<file path="config.mk">
export PLATFORM = sky130hd
export DESIGN_NAME = pfw_host
export DESIGN_NICKNAME = d
export VERILOG_FILES = /design/src/rtl/pfw_strobe.v /design/src/rtl/pfw_host.v
export VERILOG_INCLUDE_DIRS = /design/src /design/src/rtl
export SDC_FILE = /design/constraint.sdc
export NUM_CORES = 1
export LEC_CHECK = 0
export ABC_AREA = 0
export ABC_CLOCK_PERIOD_IN_PS = 3100
export BUFFER_PORTS_ARGS = -buffer_cell sky130_fd_sc_hd__buf_2
export CORE_MARGIN = 3
export CORE_UTILIZATION = 59
export CTS_BUF_LIST = sky130_fd_sc_hd__clkbuf_4 sky130_fd_sc_hd__clkbuf_8
export CTS_CLUSTER_DIAMETER = 100
export DETAILED_ROUTE_END_ITERATION = 8
export PLACE_DENSITY_LB_ADDON = 0.1
export SLEW_MARGIN = 5
export SYNTH_ARGS = -nofsm -noshare
export SYNTH_HDL_FRONTEND = slang
export SYNTH_HIERARCHICAL = 1
export SYNTH_SLANG_ARGS = --single-unit
</file>
<file path="constraint.sdc">
create_clock -name mclk -period 3.1 [get_ports mclk]
set_input_delay 0.31 -clock mclk [delete_from_list [all_inputs] [get_ports mclk]]
set_output_delay 0.31 -clock mclk [all_outputs]
set_load 0.02 [all_outputs]
</file>
<file path="src/rtl/pfw_map.vh">
// Pin timing counts and address layout for the flash host controller
`ifndef PFW_MAP_VH
`define PFW_MAP_VH
`define PFW_ADDR_W 19
`define PFW_DATA_W 16
`define PFW_CLK_MHZ 100
`define PFW_PROG_MAX_US 40
`define PFW_PROG_MAX_CYC (`PFW_PROG_MAX_US * `PFW_CLK_MHZ)
`define PFW_STROBE_NS 80
`define PFW_STROBE_CYC ((`PFW_STROBE_NS * `PFW_CLK_MHZ + 999) / 1000)
`define PFW_SETUP_CYC 2
`define PFW_UNLOCK_A1 19'h05555
`define PFW_UNLOCK_D1 16'h00aa
`define PFW_UNLOCK_A2 19'h02aaa
`define PFW_UNLOCK_D2 16'h0055
`define PFW_UNLOCK_A3 19'h05555
`define PFW_UNLOCK_D3 16'h00a0
`define PFW_POLL_BIT 7
`define PFW_TOGGLE_BIT 6
`define PFW_SECTOR_LSB 11
`define PFW_BLOCK_LSB 15
`endif

</file>
<file path="src/rtl/pfw_strobe.v">
// One bus cycle on the flash pins: write or read, fixed-length strobe
`timescale 1ns/1ns
`include "pfw_map.vh"
module pfw_strobe #(
  parameter STROBE_CYC = `PFW_STROBE_CYC,
  parameter SETUP_CYC = `PFW_SETUP_CYC
)(
  // Clock and reset
  input wire mclk,
  input wire srst,
  // Request
  input wire start,
  input wire is_write,
  // Phase outputs
  output reg select_n_reg,
  output reg gate_n_reg,
  output reg wstrobe_n_reg,
  output reg drive_reg,
  output reg sample,
  output reg done
);
  localparam S_IDLE = 2'd0;
  localparam S_SETUP = 2'd1;
  localparam S_STROBE = 2'd2;
  localparam S_HOLD = 2'd3;
  reg [1:0] state_reg;
  reg [7:0] cnt_reg;
  reg wr_reg;
  always @(posedge mclk)
  begin
    if (srst)
    begin
      state_reg <= S_IDLE;
      cnt_reg <= 8'h00;
      wr_reg <= 1'b0;
      select_n_reg <= 1'b1;
      gate_n_reg <= 1'b1;
      wstrobe_n_reg <= 1'b1;
      drive_reg <= 1'b0;
      sample <= 1'b0;
      done <= 1'b0;
    end
    else
    begin
      sample <= 1'b0;
      done <= 1'b0;
      case (state_reg)
        S_IDLE:
          if (start)
          begin
            // Chip select goes low first so write strobe falls later
            wr_reg <= is_write;
            select_n_reg <= 1'b0;
            drive_reg <= is_write;
            cnt_reg <= SETUP_CYC[7:0];
            state_reg <= S_SETUP;
          end
        S_SETUP:
          if (cnt_reg <= 8'h01)
          begin
            wstrobe_n_reg <= ~wr_reg; // RL2
            gate_n_reg <= wr_reg; // RL5
            cnt_reg <= STROBE_CYC[7:0];
            state_reg <= S_STROBE;
          end
          else
            cnt_reg <= cnt_reg - 8'h01;
        S_STROBE:
          if (cnt_reg <= 8'h01)
          begin
            // Write strobe rises before chip select, so data is held valid
            wstrobe_n_reg <= 1'b1;
            gate_n_reg <= 1'b1;
            sample <= ~wr_reg;
            state_reg <= S_HOLD;
          end
          else
            cnt_reg <= cnt_reg - 8'h01;
        S_HOLD:
        begin
          select_n_reg <= 1'b1; // RL7
          drive_reg <= 1'b0;
          done <= 1'b1;
          state_reg <= S_IDLE;
        end
        default:
          state_reg <= S_IDLE;
      endcase
    end
  end
endmodule

</file>
<file path="src/rtl/pfw_host.v">
// Host controller for a 16-bit parallel NOR flash: read and word program
//
// Behaviour
// RL1 - Device holds 512K words of 16 bits, 19 address lines, 16 data lines.
// RL2 - Host writes by pulling write strobe low while chip select is low.
// RL3 - Device latches address at the later falling edge of strobe or select.
// RL4 - Device latches data at the earlier rising edge of strobe or select.
// RL5 - Read data appears only with chip select and output gate both low.
// RL6 - Device floats data lines when chip select or output gate is high.
// RL7 - Chip select high deselects the device into standby.
// RL8 - One program changes exactly one word at the final write's address.
// RL9 - Host programs a word only in a sector erased since last program; this host has no erase and programs any word on request.
// RL10 - Program is three unlock writes then address and data write.
// RL11 - Internal program starts after the earlier rising edge of the fourth write.
// RL12 - Internal program ends within 40 us; host may time out on it.
// RL13 - During program reads give only status bits, not array data.
// RL14 - Device ignores commands written during an internal program.
// RL15 - Sector erase selects sector by address bits 18 to 11.
// RL16 - Block erase selects block by address bits 18 to 15.
// RL17 - During program bit 7 reads inverted; true after completion.
// RL18 - During program bit 6 flips on each read; stops when done.
// RL19 - Invalid write in unlock sequence returns device to read mode.
// RL20 - After program completes, reads return array contents again.
`timescale 1ns/1ns
`include "pfw_map.vh"
module pfw_host #(
  parameter ADDR_W = `PFW_ADDR_W,
  parameter DATA_W = `PFW_DATA_W,
  parameter PROG_MAX_CYC = `PFW_PROG_MAX_CYC
)(
  // Clock and reset
  input wire mclk,
  input wire srst,
  // User command port
  input wire cmd_valid,
  input wire cmd_write,
  input wire [ADDR_W-1:0] cmd_addr,
  input wire [DATA_W-1:0] cmd_wdata,
  output reg cmd_ready,
  output reg rsp_valid,
  output reg [DATA_W-1:0] rsp_rdata,
  output reg rsp_timeout,
  // Flash pins
  output reg [ADDR_W-1:0] address_lines,
  output reg [DATA_W-1:0] data_lines_out,
  output reg data_lines_oe,
  input wire [DATA_W-1:0] data_lines_in,
  output reg flash_select_n,
  output reg flash_gate_n,
  output reg flash_wstrobe_n
);
  localparam S_IDLE = 3'd0;
  localparam S_UNLOCK = 3'd1;
  localparam S_PROG = 3'd2;
  localparam S_POLL = 3'd3;
  localparam S_READ = 3'd4;
  localparam S_DONE = 3'd5;
  localparam CNT_W = 24;

  reg [2:0] state_reg;
  reg [1:0] step_reg;
  reg [ADDR_W-1:0] addr_reg;
  reg [DATA_W-1:0] wdata_reg;
  reg [CNT_W-1:0] tmo_reg;
  reg busy_reg;
  reg start_reg;
  reg is_wr_reg;
  reg [DATA_W-1:0] sync1_reg;
  reg [DATA_W-1:0] sync2_reg;
  reg [1:0] smp_dly_reg;
  wire st_sel_n;
  wire st_gate_n;
  wire st_wstb_n;
  wire st_drive;
  wire st_sample;
  wire st_done;
  wire [DATA_W-1:0] rd;
  wire poll_match;

  pfw_strobe u_strobe (
    .mclk(mclk),
    .srst(srst),
    .start(start_reg),
    .is_write(is_wr_reg),
    .select_n_reg(st_sel_n),
    .gate_n_reg(st_gate_n),
    .wstrobe_n_reg(st_wstb_n),
    .drive_reg(st_drive),
    .sample(st_sample),
    .done(st_done)
  );

  // Pins copied into top-level flops so every output leaves a register
  always @(posedge mclk)
  begin
    if (srst)
    begin
      flash_select_n <= 1'b1;
      flash_gate_n <= 1'b1;
      flash_wstrobe_n <= 1'b1;
      data_lines_oe <= 1'b0;
    end
    else
    begin
      flash_select_n <= st_sel_n; // RL7
      flash_gate_n <= st_gate_n;
      flash_wstrobe_n <= st_wstb_n;
      data_lines_oe <= st_drive & ~st_gate_n ? 1'b0 : st_drive; // RL6
    end
  end

  // Data pins come from outside; two flops before use
  always @(posedge mclk)
  begin
    if (srst)
    begin
      sync1_reg <= {DATA_W{1'b0}};
      sync2_reg <= {DATA_W{1'b0}};
      smp_dly_reg <= 2'b00;
    end
    else
    begin
      sync1_reg <= data_lines_in;
      sync2_reg <= sync1_reg;
      smp_dly_reg <= {smp_dly_reg[0], st_sample};
    end
  end
  // Sample taken while gate still low; two-flop delay lines it up
  assign rd = sync2_reg;
  assign poll_match = (rd[`PFW_POLL_BIT] == wdata_reg[`PFW_POLL_BIT]); // RL17

  always @(posedge mclk)
  begin
    if (srst)
    begin
      state_reg <= S_IDLE;
      step_reg <= 2'd0;
      addr_reg <= {ADDR_W{1'b0}};
      wdata_reg <= {DATA_W{1'b0}};
      tmo_reg <= {CNT_W{1'b0}};
      busy_reg <= 1'b0;
      start_reg <= 1'b0;
      is_wr_reg <= 1'b0;
      cmd_ready <= 1'b0;
      rsp_valid <= 1'b0;
      rsp_rdata <= {DATA_W{1'b0}};
      rsp_timeout <= 1'b0;
      address_lines <= {ADDR_W{1'b0}};
      data_lines_out <= {DATA_W{1'b0}};
    end
    else
    begin
      start_reg <= 1'b0;
      rsp_valid <= 1'b0;
      cmd_ready <= (state_reg == S_IDLE) & ~cmd_valid & ~busy_reg;
      if (busy_reg && tmo_reg != {CNT_W{1'b0}})
        tmo_reg <= tmo_reg - {{(CNT_W-1){1'b0}}, 1'b1}; // RL12
      case (state_reg)
        S_IDLE:
          if (cmd_valid && cmd_ready)
          begin
            cmd_ready <= 1'b0;
            addr_reg <= cmd_addr;
            wdata_reg <= cmd_wdata;
            rsp_timeout <= 1'b0;
            start_reg <= 1'b1;
            if (cmd_write)
            begin
              // Unlock first; a broken sequence aborts in the device
              step_reg <= 2'd0;
              is_wr_reg <= 1'b1;
              address_lines <= `PFW_UNLOCK_A1; // RL10
              data_lines_out <= `PFW_UNLOCK_D1;
              state_reg <= S_UNLOCK;
            end
            else
            begin
              is_wr_reg <= 1'b0;
              address_lines <= cmd_addr; // RL1
              state_reg <= S_READ;
            end
          end
        S_UNLOCK:
          if (st_done)
          begin
            start_reg <= 1'b1;
            step_reg <= step_reg + 2'd1;
            case (step_reg)
              2'd0:
              begin
                address_lines <= `PFW_UNLOCK_A2;
                data_lines_out <= `PFW_UNLOCK_D2;
              end
              2'd1:
              begin
                address_lines <= `PFW_UNLOCK_A3;
                data_lines_out <= `PFW_UNLOCK_D3;
              end
              default:
              begin
                address_lines <= addr_reg; // RL8
                data_lines_out <= wdata_reg;
                state_reg <= S_PROG;
              end
            endcase
          end
        S_PROG:
          if (st_done)
          begin
            // Internal program now running; only status polls follow
            busy_reg <= 1'b1; // RL11
            tmo_reg <= PROG_MAX_CYC[CNT_W-1:0];
            is_wr_reg <= 1'b0;
            start_reg <= 1'b1;
            state_reg <= S_POLL;
          end
        S_POLL:
          if (smp_dly_reg[1])
          begin
            if (poll_match) // RL13
            begin
              busy_reg <= 1'b0; // RL20
              state_reg <= S_DONE;
            end
            else if (tmo_reg == {CNT_W{1'b0}})
            begin
              busy_reg <= 1'b0;
              rsp_timeout <= 1'b1;
              state_reg <= S_DONE;
            end
            else
              start_reg <= 1'b1; // RL14
          end
        S_READ:
          if (smp_dly_reg[1])
          begin
            rsp_rdata <= rd; // RL5
            rsp_valid <= 1'b1;
            state_reg <= S_IDLE;
          end
        S_DONE:
        begin
          rsp_rdata <= wdata_reg;
          rsp_valid <= 1'b1;
          state_reg <= S_IDLE;
        end
        default:
          state_reg <= S_IDLE;
      endcase
    end
  end
endmodule

</file>
==> impl_metrics.py, run 1 <==
metrics = {
    "run_status": {
        "outcome": "finished clean",
    },
    "synth": {
        "synth_compound_area_share_pct": 17.3,
        "syn_nets": 918,
        "synth-edff-count": 0,
        "synth_seq_cells": 176,
        "yosysTopAreaCell": "dfxtp_1",
        "synthMuxAreaShare_pct": 0.140,
        "yosysMostFrequentCell": "dfxtp_1",
        "async_reset_ff_share_pct": 0,
        "synth-main-ff-cell": "dfxtp_1",
        "synth_cell_types": 63,
        "yosysWarnings": 6,
        "seq_area_frac_synth_pct": 49.2,
        "ys_top_cells_by_area": "dfxtp_1 49%, a21oi_1 7.1%, nand2_1 6.4%, nor2_1 4.0%, nor2b_1 3.2%",
        "synthesis.instances": 852,
        "synthXorXnorAreaFrac_pct": 1.34,
        "synth_adder_area_share_pct": 1.92,
        "syn_avg_cell_area_um2": 8.41,
        "synth_top_area_share_pct": 49.2,
        "netlist_area_mm2": 0.00717,
        "synth_commonest_cells": "176 x dfxtp_1, 122 x nand2_1, 102 x a21oi_1",
        "synth_top_family_by_area": "simple AND/OR/NAND/NOR gates",
        "synth-simple-area-share_pct": 25.6,
    },
    "worst_setup_path": {
        "crit_type": "flip-flop to flip-flop",
        "crit_path_end_kind": "flip-flop",
        "cp-start-kind": "flip-flop",
        "critPathMaxFanout": 8,
        "worstPathArrival_ps": 2750,
        "cp_slowest_cell": "or4_1",
        "crit_top_cell": "or4_1",
        "cp_slowest_stage_delay_ps": 660,
        "cp.required_ps": 3470,
        "critPathTopFamily": "simple AND/OR/NAND/NOR gates",
        "worst-path-buf-inv": 0,
        "worstPathCellList": "or4_1, or2_1, or4_1, or3_1, a21oi_1",
    },
    "floorplan": {
        "core-area_mm2": 0.0117,
        "die_x_um": 116,
        "initial_utilization_pct": 61.4,
        "dieArea_mm2": 0.0135,
        "row_count": 39,
        "pin_count": 113,
        "die_h_um": 116,
    },
    "cells_and_area": {
        "multi_input_area_mm2": 0.00333,
        "regArea_mm2": 0.00352,
        "areaGrowthSynthToFinish_pct": 14.5,
        "final_util_pct": 70.3,
        "largest_reg_flops": 24,
        "final_cells": 1095,
        "nNetsFinal": 1006,
        "design_area_mm2": 0.00820,
        "drive_gt1_share_pct": 18.8,
        "fillerInstances": 951,
        "diodes": 0,
    },
    "timing": {
        "min_period_ps": 2380,
        "fin_worst_skew_ps": 12.4,
        "tns_ps": 0,
        "worst_pin_slew_ps": 795,
        "slew_viol_final": 0,
        "slew_headroom_pct": 46.5,
        "finalSetupViolCount": 0,
        "hold_viol": 0,
        "timing.fmax_mhz": 421,
        "rsz0062_at_grt": "false",
        "min_period_over_period_pct": 76.7,
    },
    "drt": {
        "wl_per_cell_um": 15.0,
        "drc_errors": 0,
        "viasPerCell": 5.75,
        "drt_iter0_drc": 533,
        "drtAntennaViolNets": 0,
        "drt_first_pass_iters": 8,
        "route.vias.total": 6292,
        "wirelength_um": 16400,
    },
    "pwr": {
        "leakage_nw": 3.25,
        "finalPower_w": 0.00523,
        "irDropWorstVdd_mv": 0.626,
        "power.density_mw_per_mm2": 638,
    },
    "cts": {
        "worstSkewPairLatency_ps": 460,
        "cts_setup_buffers": 0,
        "clock_sinks": 176,
        "cts_root_buf": "clkbuf_8",
        "clkTransAtPathRegs_ps": 80,
        "cts_buffers": 17,
        "cts_hold_buf": 0,
        "cts.repair.resized": 0,
        "cts_tree": "built",
        "clock_path_buffers": 2,
        "htreeDepth": 4,
    },
    "place": {
        "placed_cells": 1064,
        "numPortBuffers": 112,
        "dp_hpwl_um": 11300,
        "placed_area_mm2": 0.00780,
        "gp_congestion": 0.898,
    },
    "global_routing": {
        "grt_pass1_vias": 5559,
        "grt_pass1_wl_um": 26200,
        "grt-ovfl-total": 0,
        "grt_max_degree": 67,
        "grt_usage_pct": 24.1,
        "antenna_found_initial": 0,
    },
    "job": {
        "maxCapViolCount": 0,
    },
    "min_path": {
        "hold_class": "primary input to flip-flop",
    },
}
## cells by family after synthesis
family,after synthesis
AOI/OAI and AO/OA,197
xor gates and xnor gates,11
buffers and inverters,83
adders and majority gates,11
muxes,1
and+or+nand+nor,373
DFF,176
## worst register-to-register path: stages (launching register included)
cell	delay, ps
dfxtp_1	350
or4_1	660
or2_1	300
or4_1	520
or3_1	320
a21oi_1	150
## final cells by class
class,count,share of cell area [%]
clock buffers,18,3.02
clock inverters,13,1.83
inverters,25,1.14
multi-input cells,593,40.6
flip-flops and latches,176,43.0
well taps,143,2.18
repair buffers,127,8.24
## cell usage in the layout (no fill, tap or decap), types with 10 or more instances in the layout
cell,count
dfxtp_1,176
nand2_1,122
buf_2,111
a21oi_1,102
nor2_1,76
nor2b_1,37
nand3_1,31
nor3_1,27
inv_1,25
or3_1,18
a311oi_1,18
clkbuf_8,18
buf_4,16
o21ai_0,14
or4_1,13
o31ai_1,12
ha_1,11
or2_2,10
## stage by stage
step,worst slack (ps),hold WS [ps]
floorplan,776,387
global placement,824,416
detailed placement,741,422
CTS,735,7.76
global route,623,12.1
finish,723,34.0
## power breakdown
part           internal, W  switching (W)  total (W)
Clock             0.000750       0.000847    0.00160
Combinational     0.000397       0.000703    0.00110
Sequential         0.00241       0.000123    0.00254
## path summary, 6_finish.rpt
check	startpoint	endpoint	slack [ps]	cells after the start
worst min register to register	sync1_reg[9]	rd[9]	440	1
worst min-delay path	cmd_valid	cmd_ready	30	2
worst max-delay path	tmo_reg[3]	tmo_reg[23]	720	5
worst max register to register	tmo_reg[3]	tmo_reg[23]	720	5
## routing by layer
metal | wire length, um | up-vias | GRT usage (%)
met3 | 1160 | 38 | 5.75
met4 | 371 | 0 | 9.13
li1 | - | 3141 | -
met2 | 7520 | 258 | 37.7
met1 | 7390 | 2855 | 32.4
met5 | 0 | - | 0
(Power assumes the default switching activity.)
==> inputs of run 2 (changes only) <==
Settings changed: ABC_AREA 0 to 1, ABC_CLOCK_PERIOD_IN_PS 3100 to 2400.
Clock period 3.1 ns to 2.4 ns, I/O delays scaled along.
==> impl_metrics.py, run 2 <==
metrics = {
    "worst_setup_path": {
        "cp_slowest_cell": "dfxtp_1",
        "cp-start-kind": "flip-flop",
        "worstPathArrival_ps": 2410,
        "critPathMaxFanout": 19,
        "critPathTopFamily": "simple AND/OR/NAND/NOR gates",
        "crit_path_end_kind": "flip-flop",
        "cp_slowest_stage_delay_ps": 370,
        "worstPathCellList": "inv_1, ha_1, nand2_1, nor2_1, nand3_1, nand2_2, inv_2, nand2_1, o21ai_0, nor2_1",
        "cp.required_ps": 2760,
        "crit_type": "flip-flop to flip-flop",
        "rrSetupSlack_ps": 350,
        "worst-path-buf-inv": 2,
    },
    "timing": {
        "tns_ps": 0,
        "min_period_ps": 2050,
        "fin_worst_skew_ps": 11.2,
        "timing.fmax_mhz": 487,
        "hold_viol": 0,
        "min_period_over_period_pct": 85.6,
        "slew_viol_final": 0,
        "worst_pin_slew_ps": 522,
        "finalSetupViolCount": 0,
        "slew_headroom_pct": 65.2,
        "rsz0062_at_grt": "false",
    },
    "cells_and_area": {
        "diodes": 0,
        "nNetsFinal": 1226,
        "drive_gt1_share_pct": 17.7,
        "layout_commonest_cell": "nor2_1",
        "largest_reg_flops": 24,
        "final_cell_mix": "198 x nor2_1, 196 x nand2_1, 176 x dfxtp_1, 112 x buf_2, 98 x o21ai_0",
        "areaGrowthSynthToFinish_pct": 18.1,
    },
    "synth": {
        "syn_nets": 1096,
        "seq_area_frac_synth_pct": 47.0,
        "synthesis.instances": 1030,
        "yosysMostFrequentCell": "nor2_1",
        "syn_avg_cell_area_um2": 7.28,
        "yosysWarnings": 6,
        "synth-main-ff-cell": "dfxtp_1",
        "synth_top_area_share_pct": 47.0,
        "synth_commonest_cells": "199 x nor2_1, 196 x nand2_1, 176 x dfxtp_1",
        "synth_seq_cells": 176,
        "netlist_area_mm2": 0.00750,
        "synth_cell_types": 45,
        "ys_top_cells_by_area": "dfxtp_1 47%, nor2_1 10%, nand2_1 9.8%, o21ai_0 6.5%, inv_1 4.5%",
        "async_reset_ff_share_pct": 0,
        "synth-edff-count": 0,
        "yosysTopAreaCell": "dfxtp_1",
    },
    "job": {
        "maxCapViolCount": 0,
    },
    "drt": {
        "drt_first_pass_iters": 5,
        "drc_errors": 0,
        "drt_iter0_drc": 650,
        "viasPerCell": 5.14,
        "wl_per_cell_um": 13.2,
        "route.vias.total": 6887,
        "wirelength_um": 17700,
        "drtAntennaViolNets": 0,
    },
    "cts": {
        "clkTransAtPathRegs_ps": 100,
        "worstSkewPairLatency_ps": 460,
        "cts_tree": "built",
        "cts_buffers": 17,
        "clock_path_buffers": 2,
        "cts.repair.resized": 0,
        "clock_sinks": 176,
        "cts_root_buf": "clkbuf_8",
        "htreeDepth": 4,
    },
    "floorplan": {
        "initial_utilization_pct": 61.4,
        "row_count": 40,
        "die_x_um": 119,
        "core-area_mm2": 0.0122,
        "die_h_um": 119,
        "dieArea_mm2": 0.0141,
        "pin_count": 113,
    },
    "pwr": {
        "finalPower_w": 0.00796,
        "power.density_mw_per_mm2": 900,
        "leakage_nw": 4.16,
        "irDropWorstVdd_mv": 0.652,
    },
    "global_routing": {
        "grt_max_degree": 53,
        "grt_pass1_vias": 6293,
        "grt_usage_pct": 25.6,
        "antenna_found_initial": 0,
        "grt_pass1_wl_um": 29800,
        "grt-ovfl-total": 0,
    },
    "min_path": {
        "hold_class": "primary input to flip-flop",
    },
    "place": {
        "dp_hpwl_um": 11800,
        "numPortBuffers": 112,
        "gp_congestion": 0.978,
    },
    "run_status": {
        "outcome": "finished clean",
    },
}
-- run 2: cell types whose count changed in the layout (fill, tap and decap cells not counted), moves of 18 or more --
cell           delta
a311oi_1         -18
nand2_1          +74
inv_1            +65
nor3_1           -26
or3_1            -18
dlygate4sd3_1    +26
o21ai_0          +84
nor2_1          +122
a21oi_1          -36
nor2b_1          -37
-- run 2: area by class of cell --
cell class	count	area, um^2
Clock buffer	18	248
Sequential cell	176	3520
Clock inverter	14	151
Timing Repair Buffer	152	926
Multi-Input combinational cell	706	3390
Inverter	107	405
Fill cell	1035	3360
Tap cell	168	210
-- run 2: final timing paths --
check | startpoint | cells past startpoint | to
worst max-delay path | tmo_reg[0] | 10 | tmo_reg[3]
worst max register to register | tmo_reg[0] | 10 | tmo_reg[3]
worst min-delay path | cmd_wdata[7] | 3 | wdata_reg[7]
worst min register to register | sync1_reg[10] | 2 | rd[10]
-- run 2: tightest hold or removal path: stages --
cell,delay [ps]
buf_2,80
nor2_1,40
nor2_1,80
-- run 2: repair_timing --
| action | in CTS | in global routing |
|---|---|---|
| setup buffers | 0 | 0 |
| hold buffers | 26 | 0 |
| hold endpoints to repair | 26 | 0 |
-- run 2: cell families after synthesis --
| family | Yosys count | share of synthesized area, % |
|---|---|---|
| buffers and inverters | 148 | 7.94 |
| adder cells (fa/ha/maj) | 11 | 1.84 |
| flip-flops | 176 | 47.0 |
| AO/OA/AOI/OAI | 207 | 15.0 |
| XOR/XNOR | 10 | 1.17 |
| AND/OR/NAND/NOR | 478 | 27.0 |
-- run 2: power breakdown --
group          total [W]  internal, W  leakage [nW]  switching, W
clock network    0.00202     0.000884         0.188       0.00114
registers        0.00348      0.00326          1.43      0.000219
logic            0.00247     0.000818          2.54       0.00165
total            0.00796      0.00496          4.16       0.00300
-- run 2: metrics by stage --
stage	instance area [um^2]	worst slack (ps)	hold WS (ps)	std cells	util, %
finish	8850	347	15.3	1341	72.5
global route	8850	123	2.20	1341	72.5
CTS	8850	410	1.61	1341	72.5
detailed placement	8190	414	392	1283	67.1
global placement	8190	525	389	1283	67.1
floorplan	7500	499	309	1030	-
-- run 2: layer usage --
metal	GRT usage [%]	up-vias	routed length (um)
li1	-	3570	-
met1	34.8	3059	8210
met2	39.9	230	8040
met3	6.08	28	1140
met4	8.98	0	328
met5	0	-	0
